## config.mk

```make
export PLATFORM = sky130hd
export DESIGN_NAME = pol_fault_protection_supervisor
export DESIGN_NICKNAME = d
export VERILOG_FILES = /design/src/logic/pol_fault_pkg.sv /design/src/logic/pol_fault_protection_supervisor.sv
export SDC_FILE = /design/constraint.sdc
export NUM_CORES = 1
export LEC_CHECK = 0
export BUFFER_PORTS_ARGS = -buffer_cell sky130_fd_sc_hd__buf_4
export CELL_PAD_IN_SITES_DETAIL_PLACEMENT = 1
export CELL_PAD_IN_SITES_GLOBAL_PLACEMENT = 2
export CORE_UTILIZATION = 43
export DETAILED_ROUTE_END_ITERATION = 6
export GPL_TIMING_DRIVEN = 0
export PLACE_DENSITY = 0.95
export REMOVE_ABC_BUFFERS = 1
export SYNTH_ARGS = -nofsm -noshare
export SYNTH_HDL_FRONTEND = slang
export SYNTH_SLANG_ARGS = --single-unit
```

## constraint.sdc

```tcl
create_clock -name clk -period 15.37 [get_ports clk]
set_input_delay 2.3055 -clock clk [delete_from_list [all_inputs] [get_ports clk]]
set_output_delay 2.3055 -clock clk [all_outputs]
set_load 0.01 [all_outputs]
```

## src/logic/pol_fault_pkg.sv

```systemverilog
// Constants, register map and state codes of the fault supervisor.
// Assumes a 40 MHz clock and measurements arriving on that clock.
//
// Functional notes
// - Undervoltage trips below 75..90 percent setpoint
// - Fault trips after 6 us continuous crossing
// - Undervoltage/overtemperature: sequenced off, critical selectable
// - Sequenced off waits for ramp-down completion
// - Critical off drops both switch drives
// - Catastrophic off: high side off, low on
// - Overtemp shutdown at 120 C, restart later
// - Shutdown clears when warning flag drops
// - Tracking check optional, ramp-up only, 250 mV
// - Warning at 110 C, 1.7 C hysteresis, readable
// - Power good follows the output window
// - Window 90/95 low, 110/105 high
// - Power good rise delay 0/10/50/150 ms
// - Power good drops at undervoltage or command
package pol_fault_pkg;

   // ****************************************************
   // Timing
   // ****************************************************
   localparam int CLK_KHZ    = 40000;                        // Clock rate
   localparam int DET_NS     = 6000;                         // Detection delay
   localparam int DET_CYC    = (DET_NS * CLK_KHZ + 999999) / 1000000;
   localparam int HICCUP_MS  = 130;                          // Retry interval
   localparam int HICCUP_CYC = HICCUP_MS * CLK_KHZ;
   localparam int PGD1_MS    = 10;                           // Good delays
   localparam int PGD2_MS    = 50;
   localparam int PGD3_MS    = 150;
   localparam int PGD1_CYC   = PGD1_MS * CLK_KHZ;
   localparam int PGD2_CYC   = PGD2_MS * CLK_KHZ;
   localparam int PGD3_CYC   = PGD3_MS * CLK_KHZ;
   localparam int DET_W      = 8;                            // Filter width
   localparam int CNT_W      = 23;                           // Long counters

   // ****************************************************
   // Register map and fields
   // ****************************************************
   localparam int         AW     = 3;
   localparam int         DW     = 16;
   localparam logic [2:0] A_CTRL = 3'h0;                     // Control
   localparam logic [2:0] A_THR  = 3'h1;                     // Thresholds
   localparam logic [2:0] A_STAT = 3'h2;                     // Events, w1c
   localparam logic [2:0] A_MASK = 3'h3;                     // Event mask
   localparam logic [2:0] A_LIVE = 3'h4;                     // Live state
   localparam int C_UVL  = 0;                                // Latch bits
   localparam int C_OTL  = 1;
   localparam int C_TKL  = 2;
   localparam int C_TKEN = 3;                                // Tracking on
   localparam int C_CRIT = 4;                                // Critical off
   localparam int C_CATA = 5;                                // Catastrophic
   localparam int C_PGCM = 6;                                // Good at cmd
   localparam int C_PGD  = 8;                                // Delay, 2 bits
   localparam int C_CLR  = 10;                               // Clear pulse
   localparam logic [15:0] CTRL_RST = 16'h0000;
   localparam logic [3:0]  THR_RST  = 4'h0;
   localparam logic [15:0] CTRL_WM  = 16'h037f;              // Stored bits
   localparam int F_UV = 0;                                  // Fault index
   localparam int F_OT = 1;
   localparam int F_TK = 2;
   localparam int NEV  = 5;                                  // Event bits
   localparam int E_WN = 3;
   localparam int E_PG = 4;

   // ****************************************************
   // Thresholds
   // ****************************************************
   localparam logic [6:0]  UV_BASE  = 7'h4b;                 // 75 percent
   localparam logic [6:0]  PCT_STEP = 7'h05;
   localparam logic [6:0]  PGL_BASE = 7'h5a;                 // 90 percent
   localparam logic [6:0]  PGU_BASE = 7'h6e;                 // 110 percent
   localparam logic [6:0]  PCT_FULL = 7'h64;                 // 100 percent
   localparam logic signed [11:0] OT_TRIP  = 12'sh4b0;       // 120.0 C
   localparam logic signed [11:0] WARN_ON  = 12'sh44c;       // 110.0 C
   localparam logic signed [11:0] WARN_OFF = 12'sh43b;       // 108.3 C
   localparam logic signed [11:0] TRK_MV   = 12'sh0fa;       // 250 mV

   typedef enum logic [2:0] {
      ST_RUN = 3'b001,
      ST_SEQ = 3'b010,
      ST_OFF = 3'b100
   } state_t;

endpackage

```

## src/logic/pol_fault_protection_supervisor.sv

```systemverilog
// Fault supervisor: undervoltage, overtemperature, tracking, power good.
// Assumes measurements, ramp flags and commands come from logic on clk.
`timescale 1ns/1ps
module pol_fault_protection_supervisor #(
   parameter int HICCUP = pol_fault_pkg::HICCUP_CYC,         // Retry cycles
   parameter int PGD1   = pol_fault_pkg::PGD1_CYC,           // 10 ms
   parameter int PGD2   = pol_fault_pkg::PGD2_CYC,           // 50 ms
   parameter int PGD3   = pol_fault_pkg::PGD3_CYC            // 150 ms
) (
   input  wire logic                          clk,           // 40 MHz
   input  wire logic                          rstn,          // Async reset
   input  wire logic [11:0]                   vout,          // Output code
   input  wire logic [11:0]                   vset,          // Setpoint code
   input  wire logic signed [11:0]            temp,          // 0.1 C units
   input  wire logic signed [11:0]            trk_err,       // Error, mV
   input  wire logic                          ramp_up,       // Rising ramp
   input  wire logic                          ramp_done,     // Ramp-down end
   input  wire logic                          turnoff_cmd,   // Manager off
   input  wire logic [pol_fault_pkg::AW-1:0]  addr,          // Reg address
   input  wire logic [pol_fault_pkg::DW-1:0]  wdata,         // Write data
   input  wire logic                          we,            // Write strobe
   input  wire logic                          re,            // Read strobe
   output logic [pol_fault_pkg::DW-1:0]       rdata,         // Read data
   output logic                               hs_allow,      // High side ok
   output logic                               ls_allow,      // Low side ok
   output logic                               ls_force,      // Low side on
   output logic                               seq_off,       // Ramp down
   output logic                               restart,       // Retry pulse
   output logic                               output_window_good, // Good
   output logic                               irq            // Interrupt
);
   import pol_fault_pkg::*;

   // ****************************************************
   // State
   // ****************************************************
   typedef struct packed {
      state_t                st;        // Supervisor state
      logic [DW-1:0]         ctrl;      // Control register
      logic [3:0]            thr;       // Threshold selects
      logic [NEV-1:0]        stat;      // Sticky events
      logic [NEV-1:0]        mask;      // Event enables
      logic [2:0][DET_W-1:0] det;       // Detection filters
      logic [2:0]            cause;     // Faults behind the off
      logic                  ot_shut;   // Overtemp shutdown held
      logic                  warn;      // Warning flag
      logic                  pg;        // Power good
      logic [CNT_W-1:0]      pg_cnt;    // Good delay count
      logic [CNT_W-1:0]      hic_cnt;   // Retry count
      logic                  hs;        // High side permit
      logic                  ls;        // Low side permit
      logic                  lsf;       // Low side forced
      logic                  seq;       // Ramp-down request
      logic                  rst_p;     // Restart pulse
      logic                  irq;       // Interrupt level
      logic [DW-1:0]         rdata;     // Read data
   } sv_t;

   sv_t s_r;                            // Registered state
   sv_t s_nxt;                          // Next state

   // Scales a code by a percent figure
   function automatic logic [18:0] scaled(input logic [11:0] v, input logic [6:0] p);
      scaled = v * p;
   endfunction

   // Good delay for a select code
   function automatic logic [CNT_W-1:0] pg_delay(input logic [1:0] sel);
      unique case (sel)
         2'h0:    pg_delay = '0;
         2'h1:    pg_delay = CNT_W'(PGD1);
         2'h2:    pg_delay = CNT_W'(PGD2);
         default: pg_delay = CNT_W'(PGD3);
      endcase
   endfunction

   logic [18:0]    v100;                // Output times 100
   logic [18:0]    uv_lim;              // Undervoltage limit
   logic [18:0]    lo_lim;              // Window low limit
   logic [18:0]    hi_lim;              // Window high limit
   logic [2:0]     cond;                // Raw fault conditions
   logic [2:0]     trip;                // Filtered trips
   logic [NEV-1:0] ev;                  // Events this cycle
   logic           inwin;               // Inside good window
   logic           clr;                 // Clear command
   logic           crit;                // Critical off wanted
   logic           latch;               // Latched fault held
   logic [DW-1:0]  rd;                  // Read mux

   // ****************************************************
   // Next state
   // ****************************************************
   always_comb
   begin
      s_nxt = s_r;
      s_nxt.rst_p = 1'b0;
      rd = '0;
      ev = '0;
      crit = 1'b0;
      // Limits from the threshold selects
      v100   = scaled(vout, PCT_FULL);
      uv_lim = scaled(vset, 7'(UV_BASE + PCT_STEP * s_r.thr[1:0]));
      lo_lim = scaled(vset, s_r.thr[2] ? 7'(PGL_BASE + PCT_STEP) : PGL_BASE);
      hi_lim = scaled(vset, s_r.thr[3] ? 7'(PGU_BASE - PCT_STEP) : PGU_BASE);
      inwin  = (v100 >= lo_lim) && (v100 <= hi_lim);
      // Raw conditions; undervoltage ignored while ramping up
      cond[F_UV] = !ramp_up && (v100 < uv_lim);
      cond[F_OT] = temp >= OT_TRIP;
      cond[F_TK] = s_r.ctrl[C_TKEN] && ramp_up &&
                   ((trk_err > TRK_MV) || (trk_err < -TRK_MV));
      // Detection filters, restart on any gap
      for (int i = 0; i < 3; i++)
      begin
         trip[i] = cond[i] && (s_r.det[i] == DET_W'(DET_CYC - 1));
         if (!cond[i])
         begin
            s_nxt.det[i] = '0;
         end
         else if (!trip[i])
         begin
            s_nxt.det[i] = s_r.det[i] + 1'b1;
         end
      end
      // Warning flag with hysteresis
      if (!s_r.warn && temp >= WARN_ON)
      begin
         s_nxt.warn = 1'b1;
         ev[E_WN] = 1'b1;
      end
      else if (s_r.warn && temp <= WARN_OFF)
      begin
         s_nxt.warn = 1'b0;
      end
      // Shutdown held until warning drops
      if (trip[F_OT])
      begin
         s_nxt.ot_shut = 1'b1;
      end
      else if (!s_nxt.warn)
      begin
         s_nxt.ot_shut = 1'b0;
      end
      clr = we && (addr == A_CTRL) && wdata[C_CLR];
      latch = |(s_r.cause & {s_r.ctrl[C_TKL], s_r.ctrl[C_OTL], s_r.ctrl[C_UVL]});
      // Supervisor sequence
      unique case (s_r.st)
         ST_RUN:
         begin
            if (|trip)
            begin
               ev[2:0] = trip;
               s_nxt.cause = trip;
               crit = ((trip[F_UV] || trip[F_OT]) && s_r.ctrl[C_CRIT]) || trip[F_TK];
               if (trip[F_TK] && s_r.ctrl[C_CATA])
               begin
                  // High side off, low side held on
                  s_nxt.hs = 1'b0;
                  s_nxt.ls = 1'b1;
                  s_nxt.lsf = 1'b1;
                  s_nxt.st = ST_OFF;
               end
               else if (crit)
               begin
                  // Both drives off at once
                  s_nxt.hs = 1'b0;
                  s_nxt.ls = 1'b0;
                  s_nxt.st = ST_OFF;
               end
               else
               begin
                  // Ramp generator applies delay and slew
                  s_nxt.seq = 1'b1;
                  s_nxt.st = ST_SEQ;
               end
            end
         end
         ST_SEQ:
         begin
            // Stop switching when ramp-down is finished
            if (ramp_done)
            begin
               s_nxt.hs = 1'b0;
               s_nxt.ls = 1'b0;
               s_nxt.st = ST_OFF;
            end
         end
         ST_OFF:
         begin
            if (latch)
            begin
               // Wait for the manager to clear
               if (clr && !s_r.ot_shut)
               begin
                  s_nxt.st = ST_RUN;
               end
            end
            else if (s_r.hic_cnt >= CNT_W'(HICCUP - 1))
            begin
               s_nxt.hic_cnt = '0;
               if (!s_r.ot_shut)
               begin
                  s_nxt.st = ST_RUN;
               end
            end
            else
            begin
               s_nxt.hic_cnt = s_r.hic_cnt + 1'b1;
            end
            // Restart clears the off condition
            if (s_nxt.st == ST_RUN)
            begin
               s_nxt.hs = 1'b1;
               s_nxt.ls = 1'b1;
               s_nxt.lsf = 1'b0;
               s_nxt.seq = 1'b0;
               s_nxt.cause = '0;
               s_nxt.hic_cnt = '0;
               s_nxt.rst_p = 1'b1;
               s_nxt.det = '0;
            end
         end
      endcase
      // Power good with rise delay and off conditions
      if (!s_r.pg)
      begin
         // A standing turn-off command keeps the rise from restarting
         if (!inwin || (s_r.ctrl[C_PGCM] && turnoff_cmd))
         begin
            s_nxt.pg_cnt = '0;
         end
         else if (s_r.pg_cnt >= pg_delay(s_r.ctrl[C_PGD +: 2]))
         begin
            s_nxt.pg = 1'b1;
            s_nxt.pg_cnt = '0;
         end
         else
         begin
            s_nxt.pg_cnt = s_r.pg_cnt + 1'b1;
         end
      end
      else if ((s_r.ctrl[C_PGCM] && turnoff_cmd) || v100 <= uv_lim || v100 > hi_lim)
      begin
         s_nxt.pg = 1'b0;
      end
      ev[E_PG] = s_nxt.pg != s_r.pg;
      // Register writes
      if (we)
      begin
         unique case (addr)
            A_CTRL:  s_nxt.ctrl = wdata & CTRL_WM;
            A_THR:   s_nxt.thr = wdata[3:0];
            A_STAT:  s_nxt.stat = s_r.stat & ~wdata[NEV-1:0];
            A_MASK:  s_nxt.mask = wdata[NEV-1:0];
            default: ;
         endcase
      end
      // New events win over a clear
      s_nxt.stat = s_nxt.stat | ev;
      s_nxt.irq = |(s_nxt.stat & s_nxt.mask);
      // Register reads, unmapped read zero
      unique case (addr)
         A_CTRL:  rd = s_r.ctrl;
         A_THR:   rd = DW'(s_r.thr);
         A_STAT:  rd = DW'(s_r.stat);
         A_MASK:  rd = DW'(s_r.mask);
         A_LIVE:  rd = DW'({s_r.st, s_r.cause, s_r.ot_shut, s_r.pg, s_r.warn});
         default: rd = '0;
      endcase
      s_nxt.rdata = re ? rd : '0;
   end

   // ****************************************************
   // State register
   // ****************************************************
   always_ff @(posedge clk or negedge rstn)
   begin
      if (!rstn)
      begin
         s_r <= '{st: ST_RUN, ctrl: CTRL_RST, thr: THR_RST, hs: 1'b1, ls: 1'b1, default: '0};
      end
      else
      begin
         s_r <= s_nxt;
      end
   end

   // ****************************************************
   // Outputs
   // ****************************************************
   assign rdata              = s_r.rdata;
   assign hs_allow           = s_r.hs;
   assign ls_allow           = s_r.ls;
   assign ls_force           = s_r.lsf;
   assign seq_off            = s_r.seq;
   assign restart            = s_r.rst_p;
   assign output_window_good = s_r.pg;
   assign irq                = s_r.irq;

endmodule
```

==> summary.md, run 1 <==
| Metric | Value |
|---|---|
| Number of CTS-inserted buffers | 17 |
| Total grt overflow | 0 |
| # diodes | 0 |
| Post-route cell area | 16800 um^2 |
| Clk Latency, worst-skew pair | approximately 0.42 ns |
| Worst-path maximum fanout | 10 |
| Wire per inst | 18.1 um |
| Synth warn | 0 |
| P&R area growth vs syn | 10.7% |
| DRT iter0 DRCs | roughly 440 |
| Setup Viol. Count Final | 0 |
| I/O pin count | 97 |
| Core Util, Final | 0.485 |
| Worst Reg2Reg Path Length in Cells | 26 |
| Routed vias/inst | roughly 5.5 |
| Worst-Margin Slew | 1.03 ns |
| Area contributors post-synth | ha_1 (21%), dfrtp_1 (19%), fa_1 (16%) |
| Period utilisation layout | 0.590 |
| Endpoint class of the critical path | register |
| F_max | approximately 110 MHz |
| Leakage | 8.42 nW |
| # fillers | 4061 |
| Die ar. | 35900 um^2 |
| Hold Fails Final Rpt | 0 |
| Die Width | roughly 190 um |
| Placed Area | around 16000 um^2 |
| Via count | 12.3k |
| Startpoint of the worst hold path | s_r[41]$_DFFE_PN0P_ |
| Avg Cell Area, Syn | roughly 9 um^2 |
| Crit. Startpoint | vset[4] |
| TritonRoute pass-1 iters | 5 |
| Routed Antenna Nets | 0 |
| Layout cells sized above 1 | 0.0866 |
| Min-delay worst type | reg2reg |
| Slew HR | 0.306 |
| CTS tree | built |
| Synth area leader | ha_1 |
| Fraction of registers with async set/reset | 1.00 |
| Worst Hold Path Cells | 1 |
| Setup Buffers After CTS | 0 |
| Kind of critical path | in2reg |
| Drt total wl | roughly 40 mm |
| Cell count after synthesis | between 1.5k and 2k |
| # DRC | 0 |
| Worst r2r src | s_r[108]$_DFFE_PN0P_ |
| Multi-input gate area | 11100 um^2 |
| Hold buffer count at CTS | 0 |
| First-pass GRT wire length | around 67 mm |
| Clk pin slew, worst setup/hold paths | 0.05 ns |
| Largest net degree at the start of global routing | 87 |
| Gp weighted congestion | between 0.8 and 0.9 |
| Yosys cell types | 81 |
| Place WS | between 5 and 6 ns |
| Setup TNS | 0 ns |
| Post-DP HPWL | 31.8 mm |
| # resized after CTS | 0 |
| Slew Limit Fails | 0 |
| Outcome | completed |
| Clock net sink count | 118 |
| Final min period | between 9 and 10 ns |
| Register bit total from synthesis | 118 |
| Vias in the first global route | 13.6k |
| Cell area after synthesis | 15100 um^2 |
| Worst Path Arrival | 9.40 ns |
| Buffers on Ports | 82 |
| Synth Flop Type | dfrtp_1 |
| CTS Buffer Depth | 2 |
| Peak supply drop | 0.0000869 V |
| Die Y | 190 um |
| Data required time of the critical path | 15.71 ns |
| RSZ-0062 raised after global routing | false |
| Max Clock Skew | 0.00663 ns |
| Core area | 34500 um^2 |
| Pwr dens | 200 nW/um^2 |
| Yosys top cell area share | 0.211 |
| Initial antenna violation count | 0 |
| Post-synth EDFFs | 0 |
| Setup ws final | between 6 and 7 ns |
| Number of max-cap violations | 0 |
| Worst setup SP type | primary input |
| GRT Total Usage | 0.230 |
| Root buffer cell | clkbuf_16 |
| H-Tree Depth | 4 |
| Final net count | 2195 |
| Row count | a little under 70 |
| Register Area | just under 3000 um^2 |
| Initial Util | 0.438 |
| Seq/Total Area, Yosys | 0.195 |
| Pwr Total | ~3.3 mW |
[final timing paths]
| kind | slack (ns) | end |
|---|---|---|
| worst max register to register | 7.00 | ls_allow$_DFFE_PN1P_ |
| worst min-delay path | 0.49 | s_r[41]$_DFFE_PN0P_ |
| worst max-delay path | 6.30 | ls_allow$_DFFE_PN1P_ |
| worst min register to register | 0.49 | s_r[41]$_DFFE_PN0P_ |
| min in group asynchronous | 1.77 | s_r[62]$_DFFE_PN0N_ |
| max in group asynchronous | 12.84 | ls_allow$_DFFE_PN1P_ |
[final cells by class]
cell class | count | area share
multi-input combinational | 1294 | 0.663
sequential | 118 | 0.176
inverter | 233 | 0.0522
timing repair buffer | 83 | 0.0386
tap | 455 | 0.0340
clock buffer | 25 | 0.0314
clock inverter | 3 | 0.00388
[synth_stat cells, types with 6 or more instances]
| cell type | count |
|---|---|
| a21oi_1 | 62 |
| nand2b_1 | 21 |
| o31ai_1 | 8 |
| clkbuf_1 | 17 |
| inv_1 | 232 |
| mux2_2 | 13 |
| or3_1 | 11 |
| and3_1 | 26 |
| ha_1 | 255 |
| nand3_1 | 51 |
| a211oi_1 | 8 |
| fa_1 | 119 |
| buf_4 | 16 |
| a21o_1 | 27 |
| nor4_1 | 6 |
| o211ai_1 | 10 |
| nand2_1 | 115 |
| o21ai_0 | 66 |
| a221oi_1 | 7 |
| nor2b_1 | 10 |
| xnor2_1 | 38 |
| dfrtp_1 | 115 |
| and4_1 | 9 |
| and2_1 | 35 |
| xor2_1 | 51 |
| nor3_1 | 46 |
| a31oi_1 | 12 |
| o2111ai_1 | 8 |
| nor2_1 | 144 |
| mux2i_1 | 12 |
| nand4_1 | 18 |
| o21a_1 | 13 |
[worst max-delay path, stage by stage]
cell      delay [ns]
buf_4           0.19
inv_1           0.36
nor2_1          0.12
fa_1            0.57
inv_1           0.05
fa_1            0.47
inv_1           0.06
fa_1            0.54
inv_1           0.06
fa_1            0.54
inv_1           0.04
ha_1            0.24
nor3_1          0.14
o21ai_0         0.17
and3_1          0.21
nor3_1          0.33
o311ai_0        0.24
a21oi_1         0.23
xor2_1          0.19
ha_1            0.29
and4_1          0.21
a221oi_1        0.74
o2111a_1        0.40
a21o_1          0.23
a21oi_1         0.12
o32a_1          0.36
[where the power goes]
part | switching [mW] | total [mW] | internal [mW]
clock | 0.140 | 0.405 | 0.265
sequential | 0.0436 | 0.387 | 0.343
combinational | 1.48 | 2.55 | 1.07
total | 1.67 | 3.35 | 1.68
[flip-flops by register name, summed over array words and instances, names as in the netlist]
signal              cells
s_r                   101
irq                     1
seq_off                 1
ls_allow                1
rdata                  10
ls_force                1
output_window_good      1
hs_allow                1
restart                 1
[kinds of logic (layout without fill, tap and decap cells)]
kind of cell    after synthesis  in the layout  synth area share
simple gates                515            515             0.166
fa+ha+maj                   374            374             0.368
compound gates              283            283             0.127
buf+inv                     272            344            0.0719
flops                       118            118             0.195
xor+xnor                     89             89            0.0515
mux                          26             26            0.0191
other cells                   1              7          0.000248
[cell usage in the layout (no fill, tap or decap), types with 8 or more instances in the layout]
cell       count
or3_1         11
o211ai_1      10
and3_1        26
and2_1        35
nand2b_1      21
a31oi_1       12
buf_4         81
nor2b_1       10
ha_1         255
nand3_1       51
inv_1        232
o2111ai_1      8
fa_1         119
a211oi_1       8
mux2_2        13
nand2_1      115
o31ai_1        8
xor2_1        51
o21a_1        13
nand4_1       18
clkbuf_16     17
nor2_1       143
a21oi_1       62
mux2i_1       12
dfrtp_1      115
xnor2_1       38
nor3_1        46
o21ai_0       65
a21o_1        27
and4_1         9
[per-layer routing]
layer / up-vias / track usage / share of wire
met5: - / 0 / 0
met4: 0 / 0.0484 / 0.014
met3: 36 / 0.0225 / 0.019
met2: 118 / 0.426 / 0.52
met1: 6241 / 0.288 / 0.44
li1: 5870 / - / -
[stage by stage]
step	instances	hold slack (ns)
global route	2211	0.500
CTS	2211	0.492
detailed placement	2183	0.476
finish	2211	0.488
global placement	2182	0.482
floorplan	1645	0.451
No activity file was read; power rests on OpenSTA's default activity.
==> run 2: changes to the inputs <==
ABC_AREA = 1   (was unset)
CORE_UTILIZATION = 34   (was 43)
PLACE_DENSITY = 0.89   (was 0.95)
clock period = 8.06 ns   (was 15.37 ns; I/O delays follow)
==> run 2 against run 1 <==
  * Combinational power up 86%
  * Final area up 3.1%
  * Critical path depth up 4
  * Worst hold slack better by 0.0065 ns
  * Global-route usage down 4.0 points
  * Clock-buffer cell count down 4
  * Register-to-register slack worse by 6.5 ns
  * Largest cell class unchanged
  * Synthesized area up 2.5%
  * First-iteration DRC count down 19%
  * Die area up 29%
  * Largest power group unchanged
==> summary.md, run 2 <==
| Metric | Value |
|---|---|
| Sequential cell fraction of total power | 0.114 (-0.002) |
| I/O pin count | 97 (unchanged) |
| Avg Cell Area, Syn | 7.95 um^2 (-12%) |
| Seq/Total Area, Yosys | 0.191 (-0.00470) |
| Post-DP HPWL | 34.7 mm (+9.1%) |
| Largest net degree at the start of global routing | 96 (+10%) |
| Min-delay worst type | reg2reg |
| Layout cells sized above 1 | 0.0775 (-0.00907) |
| Total grt overflow | 0 (unchanged) |
| Core area | 44600 um^2 (+29%) |
| # DRC | 0 (unchanged) |
| Slowest CP cell | ha_1 |
| # fillers | 5463 (+35%) |
| Post-synth EDFFs | 0 (unchanged) |
| Routed Antenna Nets | 0 (unchanged) |
| Die ar. | 46500 um^2 (+29%) |
| Root buffer cell | clkbuf_16 |
| Slew Limit Fails | 0 (unchanged) |
| Max reg flops | 101 (unchanged) |
| Clock net sink count | 118 (unchanged) |
| CTS Buffer Depth | 2 (unchanged) |
| Number of CTS-inserted buffers | 17 (unchanged) |
| Row count | 77 (+13%) |
| Gp weighted congestion | 0.822 (-4.8%) |
| Die Y | 216 um (+14%) |
| Most frequent cells after synthesis | inv_1 (361), nand2_1 (358), ha_1 (255) |
| Clk Latency, worst-skew pair | 0.43 ns (about the same) |
| # resized after CTS | 0 (unchanged) |
| Most frequent cells in the layout | inv_1 (361), nand2_1 (358), ha_1 (255), nor2_1 (167), fa_1 (119) |
| Synth area leader | ha_1 |
| Die Width | 216 um (+14%) |
| Top reg by flops | s_r |
| Final net count | 2474 (+13%) |
| Fraction of registers with async set/reset | 1.00 (unchanged) |
| Crit-path most repeated cell | nand2_1 |
| P&R area growth vs syn | 11.4% |
| Number of max-cap violations | 0 (unchanged) |
| GRT Total Usage | 0.190 (-0.0403) |
| Placed cells | 2599 (+19%) |
| Worst Reg2Reg Path Length in Cells | 30 (+15%) |
| First-pass GRT wire length | 71.1 mm (+6.5%) |
| Cell count after synthesis | 1951 (+16%) |
| Slew HR | 0.403 (+0.0971) |
| Share of power burned in combinational logic | 0.760 (-0.003) |
| Sw Ratio | 0.519 (+0.0217) |
| Switching pwr | 3.25 mW (+95%) |
| Worst setup SP type | register |
| Via count | 13.0k (+5.8%) |
| Initial Util | 0.348 (-0.0905) |
| Period utilisation layout | 0.932 |
| Initial antenna violation count | 1 (+1) |
| Clk pin slew, worst setup/hold paths | 0.06 ns (about the same) |
| H-Tree Depth | 4 (unchanged) |
| Worst-Margin Slew | 0.893 ns (-0.141 ns) |
| Vias in the first global route | 14.5k (+6.5%) |
| Buffers on Ports | 82 (unchanged) |
| Leakage | 9.11 nW (+8.1%) |
| Yosys cell types | 51 (-37%) |
| Setup Buffers After CTS | 0 (unchanged) |
| # diodes | 0 (unchanged) |
| Worst-path maximum fanout | 17 (+7) |
| Data required time of the critical path | 8.43 ns (-7.28 ns) |
| F_max | 133 MHz |
| Pwr dens | 362 nW/um^2 (+81%) |
| DRT iter0 DRCs | 354 (-19%) |
| Synth warn | 0 (unchanged) |
| Commonest non-fill, non-tap cell in the layout | inv_1 |
| Int Power | 3.00 mW (+79%) |
| Worst Path Arrival | 7.89 ns (-1.51 ns) |
| RSZ-0062 raised after global routing | false |
| Peak supply drop | 0.000163 V (+88%) |
| Register bit total from synthesis | 118 (unchanged) |
| CTS tree | built |
| Worst Hold Path Cells | 2 (+1) |
| Routed vias/inst | 4.93 (-11%) |
| Final min period | ~7.5 ns |
| Kind of critical path | reg2reg |
| Yosys top cell area share | 0.206 (-0.00507) |
| Synth Flop Type | dfrtp_1 |
| Most numerous cell in the Yosys netlist | inv_1 |
| Setup TNS | 0 ns (unchanged) |
| Endpoint class of the critical path | register |
| TritonRoute pass-1 iters | 4 (-1) |
| Largest stage delay, worst path | 0.72 ns (-0.02 ns) |
| Hold Fails Final Rpt | 0 (unchanged) |
| Wire per inst | 16.1 um (-11%) |
| Final cell count without fillers | 2631 (+19%) |
| Clock network fraction of total power | 0.125 (+0.004) |
| Hold buffer count at CTS | 0 (unchanged) |
| Area contributors post-synth | ha_1 (21%), dfrtp_1 (19%), fa_1 (15%) |
| Outcome | completed |
| Drt total wl | 42.4 mm (+5.9%) |
| Max Clock Skew | 0.00919 ns (+0.00256 ns) |
| Setup Viol. Count Final | 0 (unchanged) |
| Cell area after synthesis | 15500 um^2 (+2.5%) |
run 2: cell count changes in the layout (fill, tap and decap cells not counted), sizes merged, moves of 17 or more:
cell / before / now
a21o: 27 / 3
a21oi: 63 / 112
and2: 35 / 0
and3: 26 / 0
inv: 232 / 371
nand2: 115 / 364
nand2b: 21 / 0
nand3: 51 / 77
nor2: 145 / 177
o21ai: 74 / 96
xor2: 51 / 68
run 2: stage by stage:
stage	utilization	setup slack, ns	instance area [um^2]	power (mW)	hold slack, ns
after global routing	0.387	0.0587	17300	7.05	0.521
after CTS	0.387	0.573	17300	6.33	0.496
after detailed placement	0.374	0.247	16700	5.51	0.483
after floorplan	-	1.70	15300	4.28	0.463
after global placement	0.373	0.412	16700	5.28	0.476
final	0.387	0.546	17300	6.25	0.494
run 2: per-layer routing:
layer	vias to the layer above	GRT usage	routed length, um
met5	-	0	9
met4	2	0.0496	915
met3	62	0.0279	998
met2	129	0.348	21500
met1	6408	0.230	18900
li1	6370	-	-
run 2: worst paths after layout:
path	start	to	slack, ns
worst max-delay path	s_r[108]$_DFFE_PN0P_	s_r[75]$_DFF_PN0_	0.55
worst max register to register	s_r[108]$_DFFE_PN0P_	s_r[75]$_DFF_PN0_	0.55
worst min register to register	hs_allow$_DFFE_PN1P_	hs_allow$_DFFE_PN1P_	0.49
worst min-delay path	hs_allow$_DFFE_PN1P_	hs_allow$_DFFE_PN1P_	0.49
min in group asynchronous	rstn	s_r[54]$_DFFE_PN0N_	0.64
max in group asynchronous	rstn	ls_allow$_DFFE_PN1P_	6.64
run 2: final cells by class:
type / count / area (um^2) / share of cell area
clock inverter: 11 / 150 / 0.00869
multi-input combinational: 1435 / 11000 / 0.634
sequential: 118 / 2960 / 0.171
inverter: 371 / 1390 / 0.0806
timing repair buffer: 83 / 647 / 0.0374
clock buffer: 21 / 440 / 0.0255
tap: 592 / 741 / 0.0429
run 2: cells by family after synthesis:
family / Yosys count / share of synthesized area
and+or+nand+nor: 698 / 0.196
buffers and inverters: 404 / 0.104
adders and majority gates: 374 / 0.359
AOI/OAI and AO/OA: 249 / 0.0884
DFF: 118 / 0.191
xor gates and xnor gates: 106 / 0.0599
other: 1 / 0.000242
muxes: 1 / 0.000726
run 2: power by group through the flow:
stage          registers [mW]  logic [mW]  clock network, mW
2_1_floorplan           0.708        3.57                  0
3_3_place_gp            0.723        4.55                  0
3_5_place_dp            0.724        4.78                  0
4_1_cts                 0.716        4.81              0.799
5_1_grt                 0.723        5.51              0.822
6_report                0.715        4.75              0.783
run 2: critical path, delay by kind of cell (launching register included):
family	cells	cell delay, ns
adder cells (fa/ha/maj)	7	3.25
AO/OA/AOI/OAI	6	1.82
AND/OR/NAND/NOR	10	1.27
flip-flops	1	0.50
buffers and inverters	6	0.44
XOR/XNOR	1	0.15
==> run 3: changes to the inputs <==
RECOVER_POWER = 50   (was unset)
==> run 3 against run 2 <==
  * The flow now finishes with violations (capacitance limit, slew limit)
  * Via count about the same
  * Combinational power about the same
  * Wire length is essentially flat
  * Final area down 0.28%
==> summary.md, run 3 (synthesis results as in run 2) <==
| Metric | Value |
|---|---|
| Outcome | complete, but fails checks |
| Failing checks | capacitance limit, slew limit |
| Worst setup SP type | register |
| Slew Limit Fails | 96 (+96) |
| Top reg by flops | s_r |
| Largest stage delay, worst path | 0.72 ns (about the same) |
| Buffers on Ports | 82 (unchanged) |
| P&R area growth vs syn | 11.1% |
| Clock net sink count | 118 (unchanged) |
| Hold Fails Final Rpt | 0 (unchanged) |
| Worst Reg2Reg Path Length in Cells | 28 (-6.7%) |
| Drt total wl | 42.4 mm (about the same) |
| Initial Util | 0.348 (unchanged) |
| R2R Setup Slk | 0.52 ns (-0.02 ns) |
| # diodes | 0 (unchanged) |
| Setup TNS | 0 ns (unchanged) |
| Worst r2r src | s_r[108]$_DFFE_PN0P_ |
| Core area | 44600 um^2 (unchanged) |
| # resized after CTS | 0 (unchanged) |
| Startpoint of the worst hold path | hs_allow$_DFFE_PN1P_ |
| Min-delay worst type | reg2reg |
| Setup Viol. Count Final | 0 (unchanged) |
| Final net count | 2474 (unchanged) |
| Final min period | 7.54 ns (+0.0216 ns) |
| Final cell count without fillers | 2631 (unchanged) |
| # DRC | 0 (unchanged) |
| RSZ-0062 raised after global routing | false |
| Clk pin slew, worst setup/hold paths | 0.06 ns (about the same) |
| Root buffer cell | clkbuf_16 |
| DRT iter0 DRCs | 364 (+2.8%) |
| Hold buffer count at CTS | 0 (unchanged) |
| Routed Antenna Nets | 0 (unchanged) |
| First-pass GRT wire length | 71.1 mm (unchanged) |
| Row count | 77 (unchanged) |
| Post-DP HPWL | 34.7 mm (unchanged) |
| Placed cells | 2599 (unchanged) |
| CTS tree | built |
| Sw Ratio | 0.520 (about the same) |
| Leakage | 9.08 nW (-0.31%) |
| Multi-input gate area | 10900 um^2 (-0.14%) |
| Routed vias/inst | 4.93 (about the same) |
| Worst Hold Path Cells | 2 (unchanged) |
| # fillers | 5466 (+0.055%) |
| Number of CTS-inserted buffers | 17 (unchanged) |
| Commonest non-fill, non-tap cell in the layout | inv_1 |
| Largest net degree at the start of global routing | 96 (unchanged) |
| Wire per inst | 16.1 um (about the same) |
| Total grt overflow | 0 (unchanged) |
| Worst-Margin Slew | 4.52 ns (+3.63 ns) |
| Slew HR | -2.01 (-2.41) |
| Setup Buffers After CTS | 0 (unchanged) |
| CTS Buffer Depth | 2 (unchanged) |
| Die Y | 216 um (unchanged) |
| Pwr dens | 362 nW/um^2 (+0.23%) |
| Sequential cell fraction of total power | 0.115 (about the same) |
| GRT Total Usage | 0.190 (unchanged) |
| F_max | 133 MHz (-0.29%) |
| Most frequent cells in the layout | inv_1 (362), nand2_1 (359), ha_1 (255), nor2_1 (168), fa_1 (119) |
| Slowest CP cell | ha_1 |
| Die ar. | 46500 um^2 (unchanged) |
| Clock network fraction of total power | 0.125 (about the same) |
| Period utilisation layout | 0.935 (+0.00268) |
| Worst Path Arrival | 7.89 ns (about the same) |
| Max Clock Skew | 0.00918 ns (-0.0000110 ns) |
| Clk Latency, worst-skew pair | 0.43 ns (about the same) |
| Die Width | 216 um (unchanged) |
| I/O pin count | 97 (unchanged) |
| Switching pwr | 3.25 mW (about the same) |
| Via count | 13.0k (-0.085%) |
| Number of max-cap violations | 1 (+1) |
| Register Area | 2960 um^2 (unchanged) |
| Vias in the first global route | 14.5k (unchanged) |
| Gp weighted congestion | 0.822 (unchanged) |
| Kind of critical path | reg2reg |
| Worst-path maximum fanout | 17 (unchanged) |
| Peak supply drop | 0.000163 V (about the same) |
| Max reg flops | 101 (unchanged) |
| H-Tree Depth | 4 (unchanged) |
| Endpoint class of the critical path | register |
| Layout cells sized above 1 | 0.0741 (-0.00343) |
| Int Power | 3.00 mW (about the same) |
| Data required time of the critical path | 8.41 ns (-0.02 ns) |
| TritonRoute pass-1 iters | 6 (+2) |
| Share of power burned in combinational logic | 0.760 (about the same) |
| Initial antenna violation count | 1 (unchanged) |
| Crit-path most repeated cell | nand2_1 |
| Crit. Startpoint | s_r[108]$_DFFE_PN0P_ |
## run 3: cell types whose count changed in the layout (fill, tap and decap cells not counted), sizes merged
cell | before | now
buf | 83 | 77
clkbuf | 21 | 26
clkdlybuf4s25 | 0 | 1
## run 3: through the flow
step / hold WS [ns] / total power [mW] / util / setup WS, ns / area (um^2)
after floorplan: 0.463 / 4.28 / - / 1.70 / 15300
after global placement: 0.476 / 5.28 / 0.373 / 0.412 / 16700
after detailed placement: 0.483 / 5.51 / 0.374 / 0.247 / 16700
after CTS: 0.496 / 6.33 / 0.387 / 0.573 / 17300
after global routing: 0.521 / 7.05 / 0.386 / 0.0587 / 17200
final: 0.492 / 6.24 / 0.386 / 0.524 / 17200
## run 3: metal layers
layer  part of all wire  vias up  GRT usage
li1                   -     6375          -
met1               0.45     6396      0.230
met2               0.51      125      0.348
met3              0.023       62     0.0279
met4              0.022        2     0.0496
met5            0.00021        -          0
## run 3: area by class of cell
cell class                 instances  area share
sequential                       118       0.172
clock buffer                      21      0.0256
inverter                         371      0.0808
clock inverter                    11     0.00871
timing repair buffer              83      0.0357
multi-input combinational       1435       0.635
tap                              592      0.0430
## run 3: final timing paths
kind	end
worst max register to register	s_r[74]$_DFF_PN0_
worst min register to register	hs_allow$_DFFE_PN1P_
max in group asynchronous	s_r[22]$_DFFE_PN0P_
worst max-delay path	s_r[74]$_DFF_PN0_
min in group asynchronous	s_r[54]$_DFFE_PN0N_
worst min-delay path	hs_allow$_DFFE_PN1P_
## run 3: worst max-delay path, delay by kind of cell (launching register included)
| family | cells | cell delay (ns) |
|---|---|---|
| flops | 1 | 0.50 |
| xor+xnor | 1 | 0.15 |
| fa+ha+maj | 7 | 3.25 |
| simple gates | 8 | 1.17 |
| buf+inv | 5 | 0.39 |
| compound gates | 7 | 1.96 |
## run 3: power groups by stage
stage	logic, mW	clock network (mW)	registers (mW)
after floorplan	3.57	0	0.708
after global routing	5.50	0.822	0.723
after CTS	4.81	0.799	0.716
final	4.75	0.782	0.716
after global placement	4.55	0	0.723
after detailed placement	4.78	0	0.724
